$ cat config.mk
export PLATFORM = sky130hd
export DESIGN_NAME = scpb_regs
export DESIGN_NICKNAME = d
export VERILOG_FILES = /design/src/rtl/scpb_pkg.sv /design/src/rtl/scpb_reg16.sv /design/src/rtl/scpb_addr_dec.sv /design/src/rtl/scpb_regs.sv
export SDC_FILE = /design/constraint.sdc
export NUM_CORES = 1
export LEC_CHECK = 0
export ABC_AREA = 1
export BUFFER_PORTS_ARGS = -buffer_cell sky130_fd_sc_hd__buf_2
export CORE_UTILIZATION = 45
export CTS_CLUSTER_DIAMETER = 30
export DETAILED_ROUTE_END_ITERATION = 8
export GPL_TIMING_DRIVEN = 0
export PLACE_DENSITY_LB_ADDON = 0.15
export SYNTH_ARGS = -nofsm -noshare
export SYNTH_HDL_FRONTEND = slang
export SYNTH_SLANG_ARGS = --single-unit
$ cat constraint.sdc
create_clock -name mclk -period 3.3 [get_ports mclk]
set_input_delay 0.495 -clock mclk [delete_from_list [all_inputs] [get_ports mclk]]
set_output_delay 0.495 -clock mclk [all_outputs]
set_load 0.005 [all_outputs]
$ cat src/rtl/scpb_pkg.sv
// Purpose: constants, register map and carrier types of the sensor clock, power and bias bank
// Assumes: one clock mclk, synchronous active-high reset, register port already decoded
// Notes: every register is one 16-bit word at its own address
package scpb_pkg;

  localparam int ADDR_W = 9;
  localparam int DATA_W = 16;
  localparam int NUM_REGS = 10;
  localparam int NIB_W = 4;
  localparam int PGA_W = 7;

  localparam int IDX_CLKGEN = 0;
  localparam int IDX_LOGIC = 1;
  localparam int IDX_PIXPWR = 2;
  localparam int IDX_SLOPE = 3;
  localparam int IDX_FEPWR = 4;
  localparam int IDX_REFPWR = 5;
  localparam int IDX_CURREF = 6;
  localparam int IDX_FECUR = 7;
  localparam int IDX_SWCUR = 8;
  localparam int IDX_SOCUR = 9;

  localparam logic [ADDR_W-1:0] ADDR_CLOCK_GENERATOR_SETUP = 9'h020;
  localparam logic [ADDR_W-1:0] ADDR_LOGIC_ENABLE_CTRL = 9'h022;
  localparam logic [ADDR_W-1:0] ADDR_PIXEL_ARRAY_POWER_CTRL = 9'h028;
  localparam logic [ADDR_W-1:0] ADDR_SLOPE_RESET_LEVELS = 9'h029;
  localparam logic [ADDR_W-1:0] ADDR_FRONTEND_POWER_CTRL = 9'h030;
  localparam logic [ADDR_W-1:0] ADDR_REFERENCE_POWER_CTRL = 9'h040;
  localparam logic [ADDR_W-1:0] ADDR_CURRENT_REFERENCE_SETUP = 9'h041;
  localparam logic [ADDR_W-1:0] ADDR_FRONTEND_CURRENT_SETUP = 9'h042;
  localparam logic [ADDR_W-1:0] ADDR_COLUMN_SWITCH_CURRENT_SETUP = 9'h043;
  localparam logic [ADDR_W-1:0] ADDR_SERIAL_OUTPUT_CURRENT_SETUP = 9'h044;

  localparam logic [DATA_W-1:0] RST_CLOCK_GENERATOR_SETUP = 16'h0004;
  localparam logic [DATA_W-1:0] RST_LOGIC_ENABLE_CTRL = 16'h0000;
  localparam logic [DATA_W-1:0] RST_PIXEL_ARRAY_POWER_CTRL = 16'h0000;
  localparam logic [DATA_W-1:0] RST_SLOPE_RESET_LEVELS = 16'h0b5a;
  localparam logic [DATA_W-1:0] RST_FRONTEND_POWER_CTRL = 16'h0000;
  localparam logic [DATA_W-1:0] RST_REFERENCE_POWER_CTRL = 16'h0000;
  localparam logic [DATA_W-1:0] RST_CURRENT_REFERENCE_SETUP = 16'h888b;
  localparam logic [DATA_W-1:0] RST_FRONTEND_CURRENT_SETUP = 16'h53c8;
  localparam logic [DATA_W-1:0] RST_COLUMN_SWITCH_CURRENT_SETUP = 16'h8888;
  localparam logic [DATA_W-1:0] RST_SERIAL_OUTPUT_CURRENT_SETUP = 16'h0088;

  localparam logic [ADDR_W-1:0] REG_ADDR [NUM_REGS] = '{
    ADDR_CLOCK_GENERATOR_SETUP, ADDR_LOGIC_ENABLE_CTRL, ADDR_PIXEL_ARRAY_POWER_CTRL,
    ADDR_SLOPE_RESET_LEVELS, ADDR_FRONTEND_POWER_CTRL, ADDR_REFERENCE_POWER_CTRL,
    ADDR_CURRENT_REFERENCE_SETUP, ADDR_FRONTEND_CURRENT_SETUP,
    ADDR_COLUMN_SWITCH_CURRENT_SETUP, ADDR_SERIAL_OUTPUT_CURRENT_SETUP};

  localparam logic [DATA_W-1:0] REG_RST [NUM_REGS] = '{
    RST_CLOCK_GENERATOR_SETUP, RST_LOGIC_ENABLE_CTRL, RST_PIXEL_ARRAY_POWER_CTRL,
    RST_SLOPE_RESET_LEVELS, RST_FRONTEND_POWER_CTRL, RST_REFERENCE_POWER_CTRL,
    RST_CURRENT_REFERENCE_SETUP, RST_FRONTEND_CURRENT_SETUP,
    RST_COLUMN_SWITCH_CURRENT_SETUP, RST_SERIAL_OUTPUT_CURRENT_SETUP};

  localparam int CG_ANALOG_BIT = 0;
  localparam int CG_LOGIC_BIT = 1;
  localparam int CG_SRC_BIT = 2;
  localparam int CG_ADC8_BIT = 3;
  localparam int LE_EN_BIT = 0;
  localparam int PA_CORE_BIT = 0;
  localparam int PA_MUX_BIT = 1;
  localparam int PA_COLBIAS_BIT = 2;
  localparam int SL_DOUBLE_LSB = 0;
  localparam int SL_TRIPLE_LSB = 4;
  localparam int FE_PWR_BIT = 0;
  localparam int RP_BG_BIT = 0;
  localparam int CR_EXTRES_BIT = 0;
  localparam int CR_PRECH_LSB = 4;
  localparam int CR_COLB_LSB = 8;
  localparam int CR_PUMP_LSB = 12;
  localparam int FC_AFE_LSB = 0;
  localparam int FC_ADCREF_LSB = 4;
  localparam int FC_PGA_LSB = 8;
  localparam int SW_ONE_LSB = 0;
  localparam int SW_TWO_LSB = 4;
  localparam int SO_BIAS_LSB = 0;
  localparam int SO_REF_LSB = 4;

  typedef struct packed {
    logic wr;
    logic rd;
    logic [ADDR_W-1:0] addr;
    logic [DATA_W-1:0] wdata;
  } scpb_req_t;

  typedef struct packed {
    logic analogClkEn;
    logic logicClkEn;
    logic clkSrcSynth;
    logic adc8Bit;
    logic logicEnable;
    logic coreUp;
    logic colMuxUp;
    logic colBiasEn;
    logic [NIB_W-1:0] double_slope_level;
    logic [NIB_W-1:0] triple_slope_level;
    logic frontendUp;
    logic bandgapUp;
    logic extResistor;
    logic [NIB_W-1:0] colPrechargeTrim;
    logic [NIB_W-1:0] colBiasTrim;
    logic [NIB_W-1:0] pump_current_trim;
    logic [NIB_W-1:0] afeCurrentTrim;
    logic [NIB_W-1:0] adcRefTrim;
    logic [PGA_W-1:0] pgaRefTrim;
    logic [NIB_W-1:0] switch_stage_one_current;
    logic [NIB_W-1:0] switch_stage_two_current;
    logic [NIB_W-1:0] serialBiasTrim;
    logic [NIB_W-1:0] serialRefTrim;
  } scpb_cfg_t;

  function automatic logic [NIB_W-1:0] scpb_nib(input logic [DATA_W-1:0] w, input int lsb);
    logic [DATA_W-1:0] sh;
    sh = w >> lsb;
    return sh[NIB_W-1:0];
  endfunction

endpackage

$ cat src/rtl/scpb_reg16.sv
// Purpose: one 16-bit configuration word with its own reset value
// Assumes: write strobe already qualified by clock enable and address hit
// Notes: reset acts on the edge whatever the clock enable
module scpb_reg16 #(
  parameter logic [scpb_pkg::DATA_W-1:0] RST_VAL = '0
) (
  input wire logic mclk,
  input wire logic rst,
  input wire logic wrStb,
  input wire logic [scpb_pkg::DATA_W-1:0] wrData,
  output logic [scpb_pkg::DATA_W-1:0] q
);

  logic [scpb_pkg::DATA_W-1:0] word_r;
  logic [scpb_pkg::DATA_W-1:0] word_nxt;

  assign word_nxt = wrStb ? wrData : word_r;
  assign q = word_r;

  always_ff @(posedge mclk) begin
    if (rst) begin
      word_r <= RST_VAL;
    end else begin
      word_r <= word_nxt;
    end
  end

endmodule

$ cat src/rtl/scpb_addr_dec.sv
// Purpose: one-hot address decode of the register map
// Assumes: addresses in the map are distinct
// Notes: hit low marks an unmapped address
module scpb_addr_dec (
  input wire logic [scpb_pkg::ADDR_W-1:0] addr,
  output logic [scpb_pkg::NUM_REGS-1:0] hitVec,
  output logic hit
);

  genvar i;
  generate
    for (i = 0; i < scpb_pkg::NUM_REGS; i++) begin : g_dec
      assign hitVec[i] = (addr == scpb_pkg::REG_ADDR[i]);
    end
  endgenerate

  assign hit = |hitVec;

endmodule

$ cat src/rtl/scpb_regs.sv
// Purpose: clock, power and bias configuration bank with a word-wide register port
// Assumes: serial control port already turned into decoded word requests on mclk
// Notes: read data appears one cycle after the request; unmapped reads return zero
module scpb_regs (
  input wire logic mclk,
  input wire logic rst,
  input wire logic ce,
  input wire scpb_pkg::scpb_req_t req,
  output logic [scpb_pkg::DATA_W-1:0] rdData,
  output logic rdValid,
  output logic accessErr,
  output scpb_pkg::scpb_cfg_t cfg
);

  logic [scpb_pkg::DATA_W-1:0] regQ [scpb_pkg::NUM_REGS];
  logic [scpb_pkg::NUM_REGS-1:0] hitVec;
  logic hit;
  logic wrTake;
  logic rdTake;
  logic [scpb_pkg::DATA_W-1:0] rdMux;
  logic [scpb_pkg::DATA_W-1:0] rdData_r;
  logic [scpb_pkg::DATA_W-1:0] rdData_nxt;
  logic rdValid_r;
  logic rdValid_nxt;
  logic accessErr_r;
  logic accessErr_nxt;

  // write wins the port if both strobes come together
  assign wrTake = ce & req.wr;
  assign rdTake = ce & req.rd & ~req.wr;

  scpb_addr_dec u_dec (
    .addr(req.addr),
    .hitVec(hitVec),
    .hit(hit)
  );

  genvar i;
  generate
    for (i = 0; i < scpb_pkg::NUM_REGS; i++) begin : g_reg
      scpb_reg16 #(
        .RST_VAL(scpb_pkg::REG_RST[i])
      ) u_reg (
        .mclk(mclk),
        .rst(rst),
        .wrStb(wrTake & hitVec[i]),
        .wrData(req.wdata),
        .q(regQ[i])
      );
    end
  endgenerate

  // one-hot select; no hit leaves zero
  always_comb begin
    rdMux = '0;
    for (int k = 0; k < scpb_pkg::NUM_REGS; k++) begin
      if (hitVec[k]) begin
        rdMux = rdMux | regQ[k];
      end
    end
  end

  assign rdData_nxt = rdTake ? rdMux : rdData_r;
  assign rdValid_nxt = ce ? rdTake : rdValid_r;
  assign accessErr_nxt = ce ? ((wrTake | rdTake) & ~hit) : accessErr_r;

  always_ff @(posedge mclk) begin
    if (rst) begin
      rdData_r <= '0;
      rdValid_r <= 1'b0;
      accessErr_r <= 1'b0;
    end else begin
      rdData_r <= rdData_nxt;
      rdValid_r <= rdValid_nxt;
      accessErr_r <= accessErr_nxt;
    end
  end

  assign rdData = rdData_r;
  // pulses stay one active cycle even when ce stalls
  assign rdValid = rdValid_r & ce;
  assign accessErr = accessErr_r & ce;

  // clock generator controls and logic enable
  assign cfg.analogClkEn = regQ[scpb_pkg::IDX_CLKGEN][scpb_pkg::CG_ANALOG_BIT];
  assign cfg.logicClkEn = regQ[scpb_pkg::IDX_CLKGEN][scpb_pkg::CG_LOGIC_BIT];
  assign cfg.clkSrcSynth = regQ[scpb_pkg::IDX_CLKGEN][scpb_pkg::CG_SRC_BIT];
  assign cfg.adc8Bit = regQ[scpb_pkg::IDX_CLKGEN][scpb_pkg::CG_ADC8_BIT];
  assign cfg.logicEnable = regQ[scpb_pkg::IDX_LOGIC][scpb_pkg::LE_EN_BIT];

  // image core
  assign cfg.coreUp = regQ[scpb_pkg::IDX_PIXPWR][scpb_pkg::PA_CORE_BIT];
  assign cfg.colMuxUp = regQ[scpb_pkg::IDX_PIXPWR][scpb_pkg::PA_MUX_BIT];
  assign cfg.colBiasEn = regQ[scpb_pkg::IDX_PIXPWR][scpb_pkg::PA_COLBIAS_BIT];
  assign cfg.double_slope_level =
    scpb_pkg::scpb_nib(regQ[scpb_pkg::IDX_SLOPE], scpb_pkg::SL_DOUBLE_LSB);
  assign cfg.triple_slope_level =
    scpb_pkg::scpb_nib(regQ[scpb_pkg::IDX_SLOPE], scpb_pkg::SL_TRIPLE_LSB);

  // power downs
  assign cfg.frontendUp = regQ[scpb_pkg::IDX_FEPWR][scpb_pkg::FE_PWR_BIT];
  assign cfg.bandgapUp = regQ[scpb_pkg::IDX_REFPWR][scpb_pkg::RP_BG_BIT];

  // bias trims
  assign cfg.extResistor = regQ[scpb_pkg::IDX_CURREF][scpb_pkg::CR_EXTRES_BIT];
  assign cfg.colPrechargeTrim =
    scpb_pkg::scpb_nib(regQ[scpb_pkg::IDX_CURREF], scpb_pkg::CR_PRECH_LSB);
  assign cfg.colBiasTrim =
    scpb_pkg::scpb_nib(regQ[scpb_pkg::IDX_CURREF], scpb_pkg::CR_COLB_LSB);
  assign cfg.pump_current_trim =
    scpb_pkg::scpb_nib(regQ[scpb_pkg::IDX_CURREF], scpb_pkg::CR_PUMP_LSB);
  assign cfg.afeCurrentTrim =
    scpb_pkg::scpb_nib(regQ[scpb_pkg::IDX_FECUR], scpb_pkg::FC_AFE_LSB);
  assign cfg.adcRefTrim =
    scpb_pkg::scpb_nib(regQ[scpb_pkg::IDX_FECUR], scpb_pkg::FC_ADCREF_LSB);
  assign cfg.pgaRefTrim =
    regQ[scpb_pkg::IDX_FECUR][scpb_pkg::FC_PGA_LSB +: scpb_pkg::PGA_W];
  assign cfg.switch_stage_one_current =
    scpb_pkg::scpb_nib(regQ[scpb_pkg::IDX_SWCUR], scpb_pkg::SW_ONE_LSB);
  assign cfg.switch_stage_two_current =
    scpb_pkg::scpb_nib(regQ[scpb_pkg::IDX_SWCUR], scpb_pkg::SW_TWO_LSB);
  assign cfg.serialBiasTrim =
    scpb_pkg::scpb_nib(regQ[scpb_pkg::IDX_SOCUR], scpb_pkg::SO_BIAS_LSB);
  assign cfg.serialRefTrim =
    scpb_pkg::scpb_nib(regQ[scpb_pkg::IDX_SOCUR], scpb_pkg::SO_REF_LSB);

endmodule

==> summary.txt <==
Outcome
  • Status: complete, no violations

Timing
  • Layout Skew: 0.009256 ns
  • FMAX: 537.9 MHz
  • TNS Setup: 0 ns
  • Slew HR: 55.16%
  • RSZ-0062 raised after global routing: false
  • Fin Hold WS: 0.3648 ns
  • # setup viols final: 0
  • Period utilisation layout: 56.34%
  • Fin. max-slew vios: 0
  • Count of final hold-check violations: 0
  • Slew @ Worst Pin: 0.6726 ns
  • Period minus WS final: 1.859 ns
  • Slack of the critical path: 1.441 ns

Cells and area
  • Most frequent cells in the layout: nand2_1 (192), dfxtp_1 (178), inv_1 (139)
  • Final net count: 1349
  • Area Growth Syn to Fin: 16.47%
  • Post-route insts no fill: 1566
  • Share of cells above drive strength 1: 20.95%
  • Commonest non-fill, non-tap cell in the layout: nand2_1
  • N_diodes: 0

Yosys
  • Most used DFF post-synth: dfxtp_1
  • Mapped Nets: 1222
  • Total number of yosys warnings: 0
  • Syn Area/Cell: 7.171 sq um
  • Cell count after synthesis: 1192
  • Ys async rst share: 0%
  • Synth cell types: 29
  • Post-synth EDFFs: 0
  • Post-synthesis sequential area ratio: 41.69%
  • Mapped cell area: 0.008548 sq mm
  • Synth Register Bits: 178

Worst setup path
  • FF-to-FF Start: g_reg[6].u_reg.q[8]
  • Startpoint Class: primary input
  • CP peak stage delay: 0.55 ns
  • Worst path slowest cell: clkbuf_1
  • Element type at the critical path end: flip-flop
  • Crit-path cells: clkbuf_1 -> inv_1 -> clkbuf_1 -> clkbuf_1 -> o21ai_0 -> a21oi_1
  • Crit-path most repeated cell: clkbuf_1
  • Crit path from: rst
  • CP Class: primary input to flip-flop
  • CP arrival: 2.23 ns
  • Critical Path RT: 3.67 ns
  • Max FO, Critical Path: 10

Placement
  • Placed Cells: 1534
  • Place WS: 1.104 ns
  • Port Buffers: 108
  • Dpl hpwl: 22060 um
  • GPL Wtd Cong: 0.9730

Die
  • Cell Rows: 50
  • Io pins: 110
  • Starting Density: 45.85%
  • Core area: 0.01864 sq mm
  • Die Area: 0.01955 sq mm
  • DIE HEIGHT: 139.8 um
  • Die extent in x: 139.8 um

Drt
  • DRT Pass-1 Iters: 5
  • Routed Antenna Nets: 0
  • # DRC: 0
  • WL per Instance: 19.21 um
  • Vias: 8406
  • Initial DRC count: 919
  • Vias per cell: 5.368
  • Final WL: 30080 um

Clock network
  • CTS tree: built
  • CTS Hold Bufs: 0
  • Clock root buffer: clkbuf_16
  • Post-cts sizing count: 0
  • H-tree levels: 4
  • Clock Sinks: 178
  • Postcts setup bufs: 0
  • Clock-pin slew on the worst setup and hold paths: 0.07 ns
  • Worst-Skew Late Latency: 0.45 ns
  • Clock buffer depth: 2
  • TritonCTS Buffers: 17

Min path
  • HP Start: ce
  • Hold/Removal Path Class: primary input to flip-flop

Job
  • Max cap viols: 0

GRT
  • GRT Overall Usage: 31.48%
  • Largest net degree at the start of global routing: 17
  • Initial antenna violation count: 0
  • Overflow after GRT: 0
  • First-pass GRT wire length: 45460 um
  • Vias in the first global route: 7680

Power
  • Worst VDD drop: 0.3865 mV
  • Pwr dens: 445.9 mW/mm^2
  • Leakage: 4.586 nW
  • Pwr Total: 4.439 mW
[sequential cells by signal, indices dropped and copies added (netlist names)]
| name | cells |
|---|---|
| accessErr_r | 1 |
| g.u_reg.q | 160 |
| rdData | 16 |
| rdValid_r | 1 |
[worst max-delay path, delay by kind of cell]
kind                   cells  cell delay [ns]
buffers and inverters      4             1.29
AO/OA/AOI/OAI              2             0.43
[stage by stage]
stage | util, % | instance area [sq um]
2_1_floorplan | - | 8548
3_3_place_gp | 50.32 | 9382
3_5_place_dp | 50.32 | 9382
4_1_cts | 53.40 | 9956
5_1_grt | 53.40 | 9956
6_report | 53.40 | 9956
[area by class of cell]
cell class | count | area [sq um]
repair buffers | 108 | 540.5
inverters | 146 | 558.0
well taps | 234 | 292.8
fillers | 1866 | 8687
plain buffers | 134 | 873.3
multi-input cells | 734 | 3553
clock inverters | 10 | 100.1
clock buffers | 22 | 474.2
flip-flops and latches | 178 | 3563
[metal layers]
| layer | track usage [%] | routed length (um) |
|---|---|---|
| met5 | 0 | 0 |
| met4 | 16.83 | 1380 |
| met3 | 7.020 | 2787 |
| met2 | 47.79 | 13000 |
| met1 | 41.58 | 12900 |
[final timing paths]
path | slack, ns | depth (start not counted) | endpoint
hold reg to reg | 0.45 | 2 | g_reg[4].u_reg.q[4]
setup / recovery | 1.44 | 6 | g_reg[2].u_reg.q[9]
hold / removal | 0.36 | 4 | accessErr_r
setup reg to reg | 2.07 | 6 | rdData[8]
[logic make-up after synthesis]
family          synth area share (%)
simple gates                   23.77
compound gates                 17.80
buf+inv                        16.74
flops                          41.69
[report_power, final]
part           internal, mW  total [mW]  switching, mW  leakage (nW)
combinational        0.0649       0.261          0.196          2.88
sequential             2.16        2.16        0.00580          1.44
clock                  1.10        2.01          0.910         0.269
total                  3.33        4.44           1.11          4.59
[Yosys cell counts (all sizes together), types with 14 or more instances]
cell | instances | area [sq um]
a211oi | 14 | 105.1
a21oi | 121 | 609.3
buf | 106 | 768.2
clkbuf | 28 | 105.1
dfxtp | 178 | 3563
inv | 145 | 549.3
nand2 | 196 | 755.7
nand3 | 124 | 680.6
nor2 | 130 | 581.8
o211ai | 27 | 202.7
o21ai | 120 | 604.3
Power figures use the tool's default switching activity.
